==> src/rtl/pasi_pkg.sv <==
// Package of constants and types for the pipelined sample interface
// Functional notes
// - Each rising conversion clock edge starts one simultaneous differential sample
// - Result appears two starts plus conversion later
// - New conversion every rising edge, one result per conversion clock cycle
// - Idle timer refreshes dynamic logic after 1ms
// - Result is 12-bit two's complement plus flag
// - Gain strap high selects 1x, low 2x
// - Reference strap selects 4.096V, 2.048V or external
// - Flag high exactly at extreme codes
package pasi_pkg;
    localparam int RESULT_WIDTH = 12;
    localparam int PIPE_DEPTH = 2;
    localparam int CLK_PERIOD_NS = 10;
    localparam int CONV_TIME_NS = 150;
    localparam int CONV_CYCLES = (CONV_TIME_NS + CLK_PERIOD_NS - 1) / CLK_PERIOD_NS;
    localparam int IDLE_TIME_MS = 1;
    localparam int IDLE_CYCLES_DEF = IDLE_TIME_MS * 1000000 / CLK_PERIOD_NS;
    localparam int MIN_RATE_KHZ = 20;
    localparam logic [RESULT_WIDTH-1:0] CODE_MAX_POS = 12'h7ff;
    localparam logic [RESULT_WIDTH-1:0] CODE_MAX_NEG = 12'h800;
    localparam logic [RESULT_WIDTH-1:0] RESULT_RST = 12'h000;
    // Reference span selection from the strap
    typedef enum logic [1:0] {
        PASI_REF_4V096,
        PASI_REF_2V048,
        PASI_REF_EXTERNAL
    } pasi_ref_type;
    typedef enum logic {
        PASI_GAIN_2X,
        PASI_GAIN_1X
    } pasi_gain_type;
endpackage

==> src/rtl/pasi_stage_if.sv <==
// Interface carrying one pipeline stage's sample word and flag
`timescale 1ns/10ps
`default_nettype none
interface pasi_stage_if;
    import pasi_pkg::*;
    logic load;
    logic [RESULT_WIDTH-1:0] code;
    logic [RESULT_WIDTH-1:0] held_code;
    logic held_flag;
    modport src (output load, output code, input held_code, input held_flag);
    modport dst (input load, input code, output held_code, output held_flag);
endinterface
`default_nettype wire

==> src/rtl/pasi_out_stage.sv <==
// Output register holding the result word and out-of-range flag
`timescale 1ns/10ps
`default_nettype none
module pasi_out_stage
    import pasi_pkg::*;
(
    input wire logic sys_clk_in,
    input wire logic rst_n_in,
    pasi_stage_if.dst stage
);
    logic [RESULT_WIDTH-1:0] code_q;
    logic flag_q;
    wire logic extreme_w;
    // Flag decode on the extreme codes
    assign extreme_w = (stage.code == CODE_MAX_POS) || (stage.code == CODE_MAX_NEG);
    // Update only on load, hold otherwise
    always_ff @(posedge sys_clk_in)
    begin
        if (!rst_n_in)
        begin
            code_q <= RESULT_RST;
            flag_q <= 1'b0;
        end
        else if (stage.load)
        begin
            code_q <= stage.code;
            flag_q <= extreme_w;
        end
    end
    assign stage.held_code = code_q;
    assign stage.held_flag = flag_q;
endmodule // pasi_out_stage
`default_nettype wire

==> src/rtl/pasi_top.sv <==
// Digital side of the pipelined sample converter
`timescale 1ns/10ps
`default_nettype none
module pasi_top
    import pasi_pkg::*;
#(
    parameter int IDLE_CYCLES = IDLE_CYCLES_DEF
)
(
    input wire logic sys_clk_in,
    input wire logic rst_n_in,
    input wire logic conv_clk_in,
    input wire logic [RESULT_WIDTH-1:0] sample_code_in,
    input wire logic gain_strap_in,
    input wire logic [1:0] ref_strap_in,
    output logic [RESULT_WIDTH-1:0] result_word_bits_out,
    output logic out_of_range_flag_out,
    output logic result_update_out,
    output logic gain_is_1x_out,
    output logic [1:0] ref_select_out,
    output logic ref_amp_enable_out,
    output logic refresh_active_out
);
    localparam int PIPE_CW = 8;
    localparam int IDLE_CW = 32;
    logic conv_clk_q;
    wire logic start_w;
    logic [RESULT_WIDTH-1:0] pipe_code_q [PIPE_DEPTH];
    logic [PIPE_DEPTH-1:0] pipe_valid_q;
    logic conv_busy_q;
    logic [PIPE_CW-1:0] conv_cnt_q;
    logic [RESULT_WIDTH-1:0] conv_code_q;
    logic update_q;
    logic [IDLE_CW-1:0] idle_cnt_q;
    logic refresh_q;
    logic gain_q;
    logic [1:0] ref_q;
    logic amp_en_q;
    wire logic conv_done_w;
    wire logic idle_hit_w;
    wire pasi_ref_type ref_sel_w;
    pasi_stage_if stage_bus ();
    // Rising edge of the conversion clock starts a conversion
    always_ff @(posedge sys_clk_in)
    begin
        if (!rst_n_in)
            conv_clk_q <= 1'b0;
        else
            conv_clk_q <= conv_clk_in;
    end
    assign start_w = conv_clk_in && !conv_clk_q;
    // Sample shift pipeline, one entry per start
    generate
        for (genvar i = 0; i < PIPE_DEPTH; i++)
        begin : g_pipe
            always_ff @(posedge sys_clk_in)
            begin
                if (!rst_n_in)
                begin
                    pipe_code_q[i] <= RESULT_RST;
                    pipe_valid_q[i] <= 1'b0;
                end
                else if (start_w)
                begin
                    if (i == 0)
                    begin
                        pipe_code_q[i] <= sample_code_in;
                        pipe_valid_q[i] <= 1'b1;
                    end
                    else
                    begin
                        pipe_code_q[i] <= pipe_code_q[i-1];
                        pipe_valid_q[i] <= pipe_valid_q[i-1];
                    end
                end
            end
        end
    endgenerate
    // Conversion timer: last stage result emerges after conversion time
    assign conv_done_w = conv_busy_q && (conv_cnt_q == PIPE_CW'(CONV_CYCLES - 1));
    always_ff @(posedge sys_clk_in)
    begin
        if (!rst_n_in)
        begin
            conv_busy_q <= 1'b0;
            conv_cnt_q <= '0;
            conv_code_q <= RESULT_RST;
        end
        else if (start_w && pipe_valid_q[PIPE_DEPTH-1])
        begin
            conv_busy_q <= 1'b1;
            conv_cnt_q <= '0;
            conv_code_q <= pipe_code_q[PIPE_DEPTH-1];
        end
        else if (conv_done_w)
            conv_busy_q <= 1'b0;
        else if (conv_busy_q)
            conv_cnt_q <= conv_cnt_q + PIPE_CW'(1);
    end
    // Output stage loads at end of conversion
    assign stage_bus.load = conv_done_w;
    assign stage_bus.code = conv_code_q;
    pasi_out_stage u_out (
        .sys_clk_in(sys_clk_in),
        .rst_n_in(rst_n_in),
        .stage(stage_bus)
    );
    always_ff @(posedge sys_clk_in)
    begin
        if (!rst_n_in)
            update_q <= 1'b0;
        else
            update_q <= conv_done_w;
    end
    assign result_word_bits_out = stage_bus.held_code;
    assign out_of_range_flag_out = stage_bus.held_flag;
    assign result_update_out = update_q;
    // Idle timer: refresh dynamic logic when no start for the idle time
    assign idle_hit_w = (idle_cnt_q >= IDLE_CW'(IDLE_CYCLES - 1));
    always_ff @(posedge sys_clk_in)
    begin
        if (!rst_n_in)
        begin
            idle_cnt_q <= '0;
            refresh_q <= 1'b0;
        end
        else if (start_w)
        begin
            idle_cnt_q <= '0;
            refresh_q <= 1'b0;
        end
        else if (idle_hit_w)
        begin
            idle_cnt_q <= '0;
            refresh_q <= 1'b1;
        end
        else
        begin
            idle_cnt_q <= idle_cnt_q + IDLE_CW'(1);
            refresh_q <= 1'b0;
        end
    end
    assign refresh_active_out = refresh_q;
    // Strap decode for gain and reference span
    assign ref_sel_w = (ref_strap_in == 2'h0) ? PASI_REF_4V096 :
                       (ref_strap_in == 2'h1) ? PASI_REF_2V048 : PASI_REF_EXTERNAL;
    always_ff @(posedge sys_clk_in)
    begin
        if (!rst_n_in)
        begin
            gain_q <= 1'b1;
            ref_q <= 2'h0;
            amp_en_q <= 1'b1;
        end
        else
        begin
            gain_q <= (gain_strap_in ? PASI_GAIN_1X : PASI_GAIN_2X) == PASI_GAIN_1X;
            ref_q <= ref_sel_w;
            amp_en_q <= (ref_sel_w != PASI_REF_EXTERNAL);
        end
    end
    assign gain_is_1x_out = gain_q;
    assign ref_select_out = ref_q;
    assign ref_amp_enable_out = amp_en_q;
endmodule // pasi_top
`default_nettype wire

==> config.mk <==
export PLATFORM = sky130hd
export DESIGN_NAME = pasi_top
export DESIGN_NICKNAME = d
export VERILOG_FILES = /design/src/rtl/pasi_pkg.sv /design/src/rtl/pasi_stage_if.sv /design/src/rtl/pasi_out_stage.sv /design/src/rtl/pasi_top.sv
export SDC_FILE = /design/constraint.sdc
export NUM_CORES = 1
export LEC_CHECK = 0
export BUFFER_PORTS_ARGS = -buffer_cell sky130_fd_sc_hd__buf_2
export CAP_MARGIN = 30
export CORE_ASPECT_RATIO = 1.25
export CORE_MARGIN = 2
export CORE_UTILIZATION = 52
export DETAILED_ROUTE_END_ITERATION = 7
export GPL_ROUTABILITY_DRIVEN = 1
export PLACE_DENSITY = 0.74
export SLEW_MARGIN = 20
export SYNTH_ARGS = -nofsm -noshare
export SYNTH_HDL_FRONTEND = slang
export SYNTH_SLANG_ARGS = --single-unit
==> constraint.sdc <==
create_clock -name sys_clk_in -period 1.65 [get_ports sys_clk_in]
set_input_delay 0.0825 -clock sys_clk_in [delete_from_list [all_inputs] [get_ports sys_clk_in]]
set_output_delay 0.0825 -clock sys_clk_in [all_outputs]
set_load 0.02 [all_outputs]
After elaboration in Yosys (flattened, before gate mapping):

Memories as Yosys holds them, arrays and structs flattened. A register that Yosys moved wholly into a read port is not among the register bits.
Index checks and enable logic that the tools add are counted.

* bitwise logic cells: 4
* mux-type cells: 12
* equal/unequal tests: 5
* magnitude comparators: 1
* $add $sub $neg: 2
* reductions and logical operators: 12

Operator list (number)
* $add A32 B1 Y32 const B: 1
* $ge A32 B17 Y1 const B: 1
* $mux W12: 2
* $eq A12 B11 Y1 const B: 1
* $eq A12 B12 Y1 const B: 1
* $add A8 B1 Y8 const B: 1
* $eq A8 B4 Y1 const B: 1
* $mux W1: 8
* $mux W2: 2
* $reduce_or A2 Y1: 2
* $logic_and A1 B1 Y1: 3
* $reduce_or A3 Y1: 1
* $eq A2 B1 Y1 const B: 1
* $logic_not A1 Y1: 2
* $logic_not A2 Y1: 1
* $ne A2 B2 Y1 const B: 1
* $not A1 Y1: 2
* $or A1 B1 Y1: 2
* $reduce_and A2 Y1: 1
* $reduce_bool A2 Y1: 1
* $logic_or A1 B1 Y1: 1

* register bits after elaboration: 63
* memories kept: 1
* word-level logic and storage cells: 50
* memory bits (writable): 24
* bits of input ports: 18
* output and inout port bits: 19

Memories
* pipe_code_q: words 2, bits a word 12, rd ports 2, clocked after memory_dff 1, wr ports 2, line pasi_top.sv:28 `logic [RESULT_WIDTH-1:0] pipe_code_q [PIPE_DEPTH];`

Longest topological paths before layout:

* depth in word-level cells: 6
* depth in mapped cells: 7
* mapped depth without buffers: 6

Modules after synthesis:

Synthesis repeated with hierarchy kept, for this count alone.

* cells, all modules: 341
* area, all modules: 3677.3 sq um

By module, submodules not included
* pasi_top: cells each 289, sequential area each 1961.9 sq um, area each 3158.0 sq um, times used 1
* pasi_out_stage: cells each 52, sequential area each 260.2 sq um, area each 519.2 sq um, times used 1

Least setup slack after synthesis:

OpenSTA, ideal clock, no wires.

* kind: register -> register
* start point: register idle_cnt_q[0]
* end point: register idle_cnt_q[12]
* cell stages (with the launch flop): 8
* path buffers: 2
* period minus slack after synthesis: 1.752 ns
* setup time: 0.064 ns
* required time: 1.586 ns
* path slack: -0.102 ns
* arrival: 1.688 ns
* path through: dfxtp_1 -> ha_1 -> nand4_1 -> a2111oi_2 -> or4b_1 -> buf_6 -> buf_8 -> nor2_1

* longest elaborated chain between the ends: 2
* elaborated cells on any way between the ends: 3
* classes of those cells: add/sub: 1; order compare: 1; reduce/logical: 1

Ends and longest elaborated chain
* start: declaration: line pasi_top.sv:34 `logic [IDLE_CW-1:0] idle_cnt_q;`
* start signal: assignment: line pasi_top.sv:139 `idle_cnt_q <= idle_cnt_q + IDLE_CW'(1);`
* $ge A32 B17 Y1: line pasi_top.sv:119 `assign idle_hit_w = (idle_cnt_q >= IDLE_CW'(IDLE_CYCLES - 1));`
* $reduce_or A3 Y1 (no source line)

Several ways; a longest one is shown, not always the timed one.
A chain may end at the register's enable or synchronous reset.

Worst setup path after layout:

* start point: register idle_cnt_q[20]
* end point: register idle_cnt_q[11]

* longest elaborated chain between the ends: 2

Ends and longest elaborated chain (line)
* $ge A32 B17 Y1: pasi_top.sv:119
* $reduce_or A3 Y1 (no source line)

Every way passes these cells.

==> summary.txt <==
Status
  – Status: complete, but fails checks
  – Failing checks: setup timing

Worst setup path
  – CP bufs+invs: 1
  – CP Max Fanout: 7
  – CP endpoint kind: flop
  – Top cell family by delay on the critical path: simple AND/OR/NAND/NOR gates
  – Worst stage delay on the critical path: 0.51 ns
  – Crit path DAT: 1.95 ns
  – Worst Reg2Reg Path Length in Cells: 5
  – RR Endpoint: idle_cnt_q[11]
  – Crit Path Class: flop to flop
  – Crit-path cells: nor4_4, and4_1, or4b_4, buf_6, nor2_1
  – Worst EP required: 1.94 ns
  – Startpoint types: flop
  – R2R Setup Slk: -0.007 ns
  – RR Startpoint: idle_cnt_q[20]
  – Critical-path top delay cell: or4b_4

Global routing
  – Total global routing overflow: 0
  – First-pass GRT wire length: 11300 um
  – Vias in the first global route: 2601
  – Largest net degree at the start of global routing: 28
  – Tot GR Track Use: 19.0%
  – Initial antenna violation count: 0

Floorplanning
  – I/O pins: 37
  – Core area: 6850 sq um
  – Die area: 7660 sq um
  – Die extent in x: 78.7 um
  – Die height: 97.3 um
  – Starting density of the core: 52.9%
  – Rows: 34

Power and ir drop
  – Peak VDD IR: 0.696 mV
  – Cell internal pwr: 0.00372 W
  – Switching Share: 20.1%
  – Comb pwr share: 3.5%
  – Switch Pwr: 0.000935 W
  – Clock share of power: 41.0%
  – Pwr per Cell Area: 1040 nW/um^2
  – Flop pwr share: 55.6%
  – Leakage: 1.87 nW

STA
  – Fin worst setup slack: -0.00696 ns
  – Final Slew Violations: 0
  – Skew final: 0.00968 ns
  – Worst Tran Pin Value: 0.572 ns
  – Fin crit share: 100%
  – Tmin final: 1.66 ns
  – RSZ-0062 raised after global routing: true
  – Fin. Hold Viols: 0
  – Slew headroom: 61.8%
  – Max Fclk: 604 MHz
  – WHS: 0.0324 ns
  – Final setup fails: 9

Yosys
  – Ys Warns: 0
  – Register bit total from synthesis: 99
  – Cells after Synth: 340
  – Post-synth cell types: 40
  – Syn Area/Cell: 10.7 sq um
  – Seq/Total Area, Yosys: 61.3%
  – Mapped Area: 3620 sq um

Drt
  – Via count: 2606
  – Average routed wire per standard cell: 13.3 um
  – Drt first-iter violations: 151
  – Remaining antenna violation count after routing: 0
  – Vias per cell: 5.11
  – Drt drc: 0
  – Final WL: 6810 um
  – DR pass1 iterations: 5

CTS
  – CTS tree: yes
  – Clock Latency Late Sink: 0.36 ns
  – CTS max path bufs: 2
  – CTS Buf Count: 9
  – H-Tree Depth: 3
  – Root Buffer: clkbuf_8
  – CTS clk-pin slew, worst paths: 0.09 ns
  – Clk sinks: 99

Hold path
  – Hold Path Depth: 2
  – Worst Hold Class: primary input to flop
  – Hold EP: gain_is_1x_out
  – Worst hold path startpoint: rst_n_in

Layout
  – P&R area growth vs syn: 23.4%
  – Layout cells sized above 1: 22.4%
  – Antenna cell count: 0
  – Core Util, Final: 65.3%
  – Nets: 437

Place
  – PortBufs: 36
  – DP HPWL: 4630 um
  – GP Congestion: 0.815

Flow run
  – Max capacitance violation total: 0
-- how the worst max path moves through the flow --
| stage | depth (start not counted) | to | startpoint | slack (ns) |
|---|---|---|---|---|
| finish | 5 | idle_cnt_q[11] | idle_cnt_q[20] | -0.007 |
| global route | 5 | idle_cnt_q[9] | idle_cnt_q[7] | -0.07 |
| CTS | 5 | idle_cnt_q[2] | idle_cnt_q[30] | 0.005 |
| detailed placement | 5 | idle_cnt_q[8] | idle_cnt_q[20] | -0.03 |
| global placement | 5 | idle_cnt_q[6] | idle_cnt_q[20] | 0.04 |
| floorplan | 7 | idle_cnt_q[12] | idle_cnt_q[0] | -0.04 |
-- layout by cell type, fill, tap and decap left out, types with 2 or more instances in the layout --
cell type	count
dfxtp_2	3
conb_1	15
and4_1	2
or3_1	2
clkbuf_8	9
nor3_1	6
nand4_1	8
buf_4	22
edfxtp_1	24
a21oi_1	15
nor2_2	8
dlygate4sd3_1	4
nor2_1	36
mux2i_1	12
nand2_1	34
nand3_1	9
ha_1	2
xor2_1	7
o211ai_1	2
xnor2_1	15
nand4b_1	2
and3_1	26
bufinv_16	3
inv_1	10
dfxtp_1	72
nor4_1	10
buf_2	36
-- state kept, by name, indices dropped and copies added (netlist names), 2 cells and up --
name / count
conv_cnt_q: 8
u_out.stage.held_code: 12
ref_select_out: 2
pipe_valid_q: 2
conv_code_q: 12
idle_cnt_q: 32
pipe_code_q: 24
-- timing repair --
action                                 4_1_cts  5_1_grt
endpoints found under the hold margin        5        0
buffers inserted                             1        1
resized for setup                            2       17
setup endpoints to repair                   17       23
hold buffers                                 4        0
pin swaps                                    2        7
-- worst reg2reg max path, delay by kind of cell, from the launching register on --
| kind | cells | cell delay, ns |
|---|---|---|
| buf+inv | 1 | 0.16 |
| flops | 1 | 0.34 |
| simple gates | 4 | 1.10 |
-- per-stage QoR --
| step | instances | setup slack, ns | setup TNS (ns) | instance area (sq um) | total power [W] |
|---|---|---|---|---|---|
| after global placement | 489 | 0.0359 | 0 | 4090 | 0.00279 |
| after floorplan | 354 | -0.0443 | -0.322 | 3690 | 0.00273 |
| final | 510 | -0.00696 | -0.0445 | 4470 | 0.00466 |
| after global routing | 510 | -0.0722 | -1.02 | 4470 | 0.00481 |
| after detailed placement | 489 | -0.0306 | -0.262 | 4090 | 0.00280 |
| after CTS | 509 | 0.00541 | 0 | 4400 | 0.00468 |
-- Yosys cell counts --
library cell / count / area share [%]
or3_1: 2 / 0.35
xnor2_1: 15 / 3.6
or4b_1: 1 / 0.28
inv_1: 10 / 1.0
o21ai_0: 1 / 0.14
mux2i_1: 12 / 3.3
a21oi_1: 15 / 2.1
nor2b_1: 1 / 0.17
conb_1: 1 / 0.10
xor2_1: 7 / 1.7
and3_1: 26 / 4.5
edfxtp_1: 24 / 20
and4_1: 2 / 0.48
nand2b_4: 1 / 0.38
nor4b_1: 1 / 0.24
a2111oi_2: 1 / 0.41
and2_1: 2 / 0.35
o22ai_1: 1 / 0.17
nor3_1: 6 / 0.83
o211ai_1: 2 / 0.41
nor3b_1: 1 / 0.21
nand2_1: 34 / 3.5
a31oi_1: 1 / 0.17
ha_1: 3 / 1.0
a211oi_1: 1 / 0.21
a21boi_0: 1 / 0.21
nand2b_1: 1 / 0.17
nor4_1: 11 / 1.9
nand4b_1: 2 / 0.48
and4b_1: 1 / 0.28
buf_6: 2 / 0.62
buf_8: 1 / 0.41
clkbuf_1: 10 / 1.0
nand4_1: 8 / 1.4
a221oi_1: 1 / 0.24
dfxtp_1: 75 / 41
nand3_1: 9 / 1.2
nor2_1: 45 / 4.7
buf_2: 1 / 0.14
or3b_1: 1 / 0.24
-- area by class of cell --
type,count,area [sq um]
clock buffer,10,149
clock inverter,5,106
fill,540,2380
inverter,10,37.5
multi-input combinational,231,1410
sequential,99,2230
tap,90,113
timing repair buffer,65,432
-- cells by family after synthesis --
kind of cell | synth area share, %
AO/OA/AOI/OAI | 4.04
XOR/XNOR | 5.32
adder cells (fa/ha/maj) | 1.04
buffers and inverters | 3.24
flip-flops | 61.3
multiplexers | 3.31
other | 0.103
AND/OR/NAND/NOR | 21.6
-- per-layer routing --
layer | up-vias | global-route usage, % | part of all wire, %
met5 | - | 0 | 0
met4 | 0 | 9.45 | 2.0
met3 | 12 | 4.65 | 4.3
met2 | 62 | 32.7 | 52
met1 | 1216 | 21.8 | 42
li1 | 1316 | - | -
-- power groups by stage --
stage	combinational, W	clock [W]	sequential [W]
after detailed placement	0.000154	0	0.00264
final	0.000161	0.00191	0.00259
after CTS	0.000162	0.00193	0.00258
after global placement	0.000151	0	0.00264
after floorplan	0.0000838	0	0.00264
after global routing	0.000181	0.00203	0.00260
Note: power is estimated with default switching activity, not from simulation.
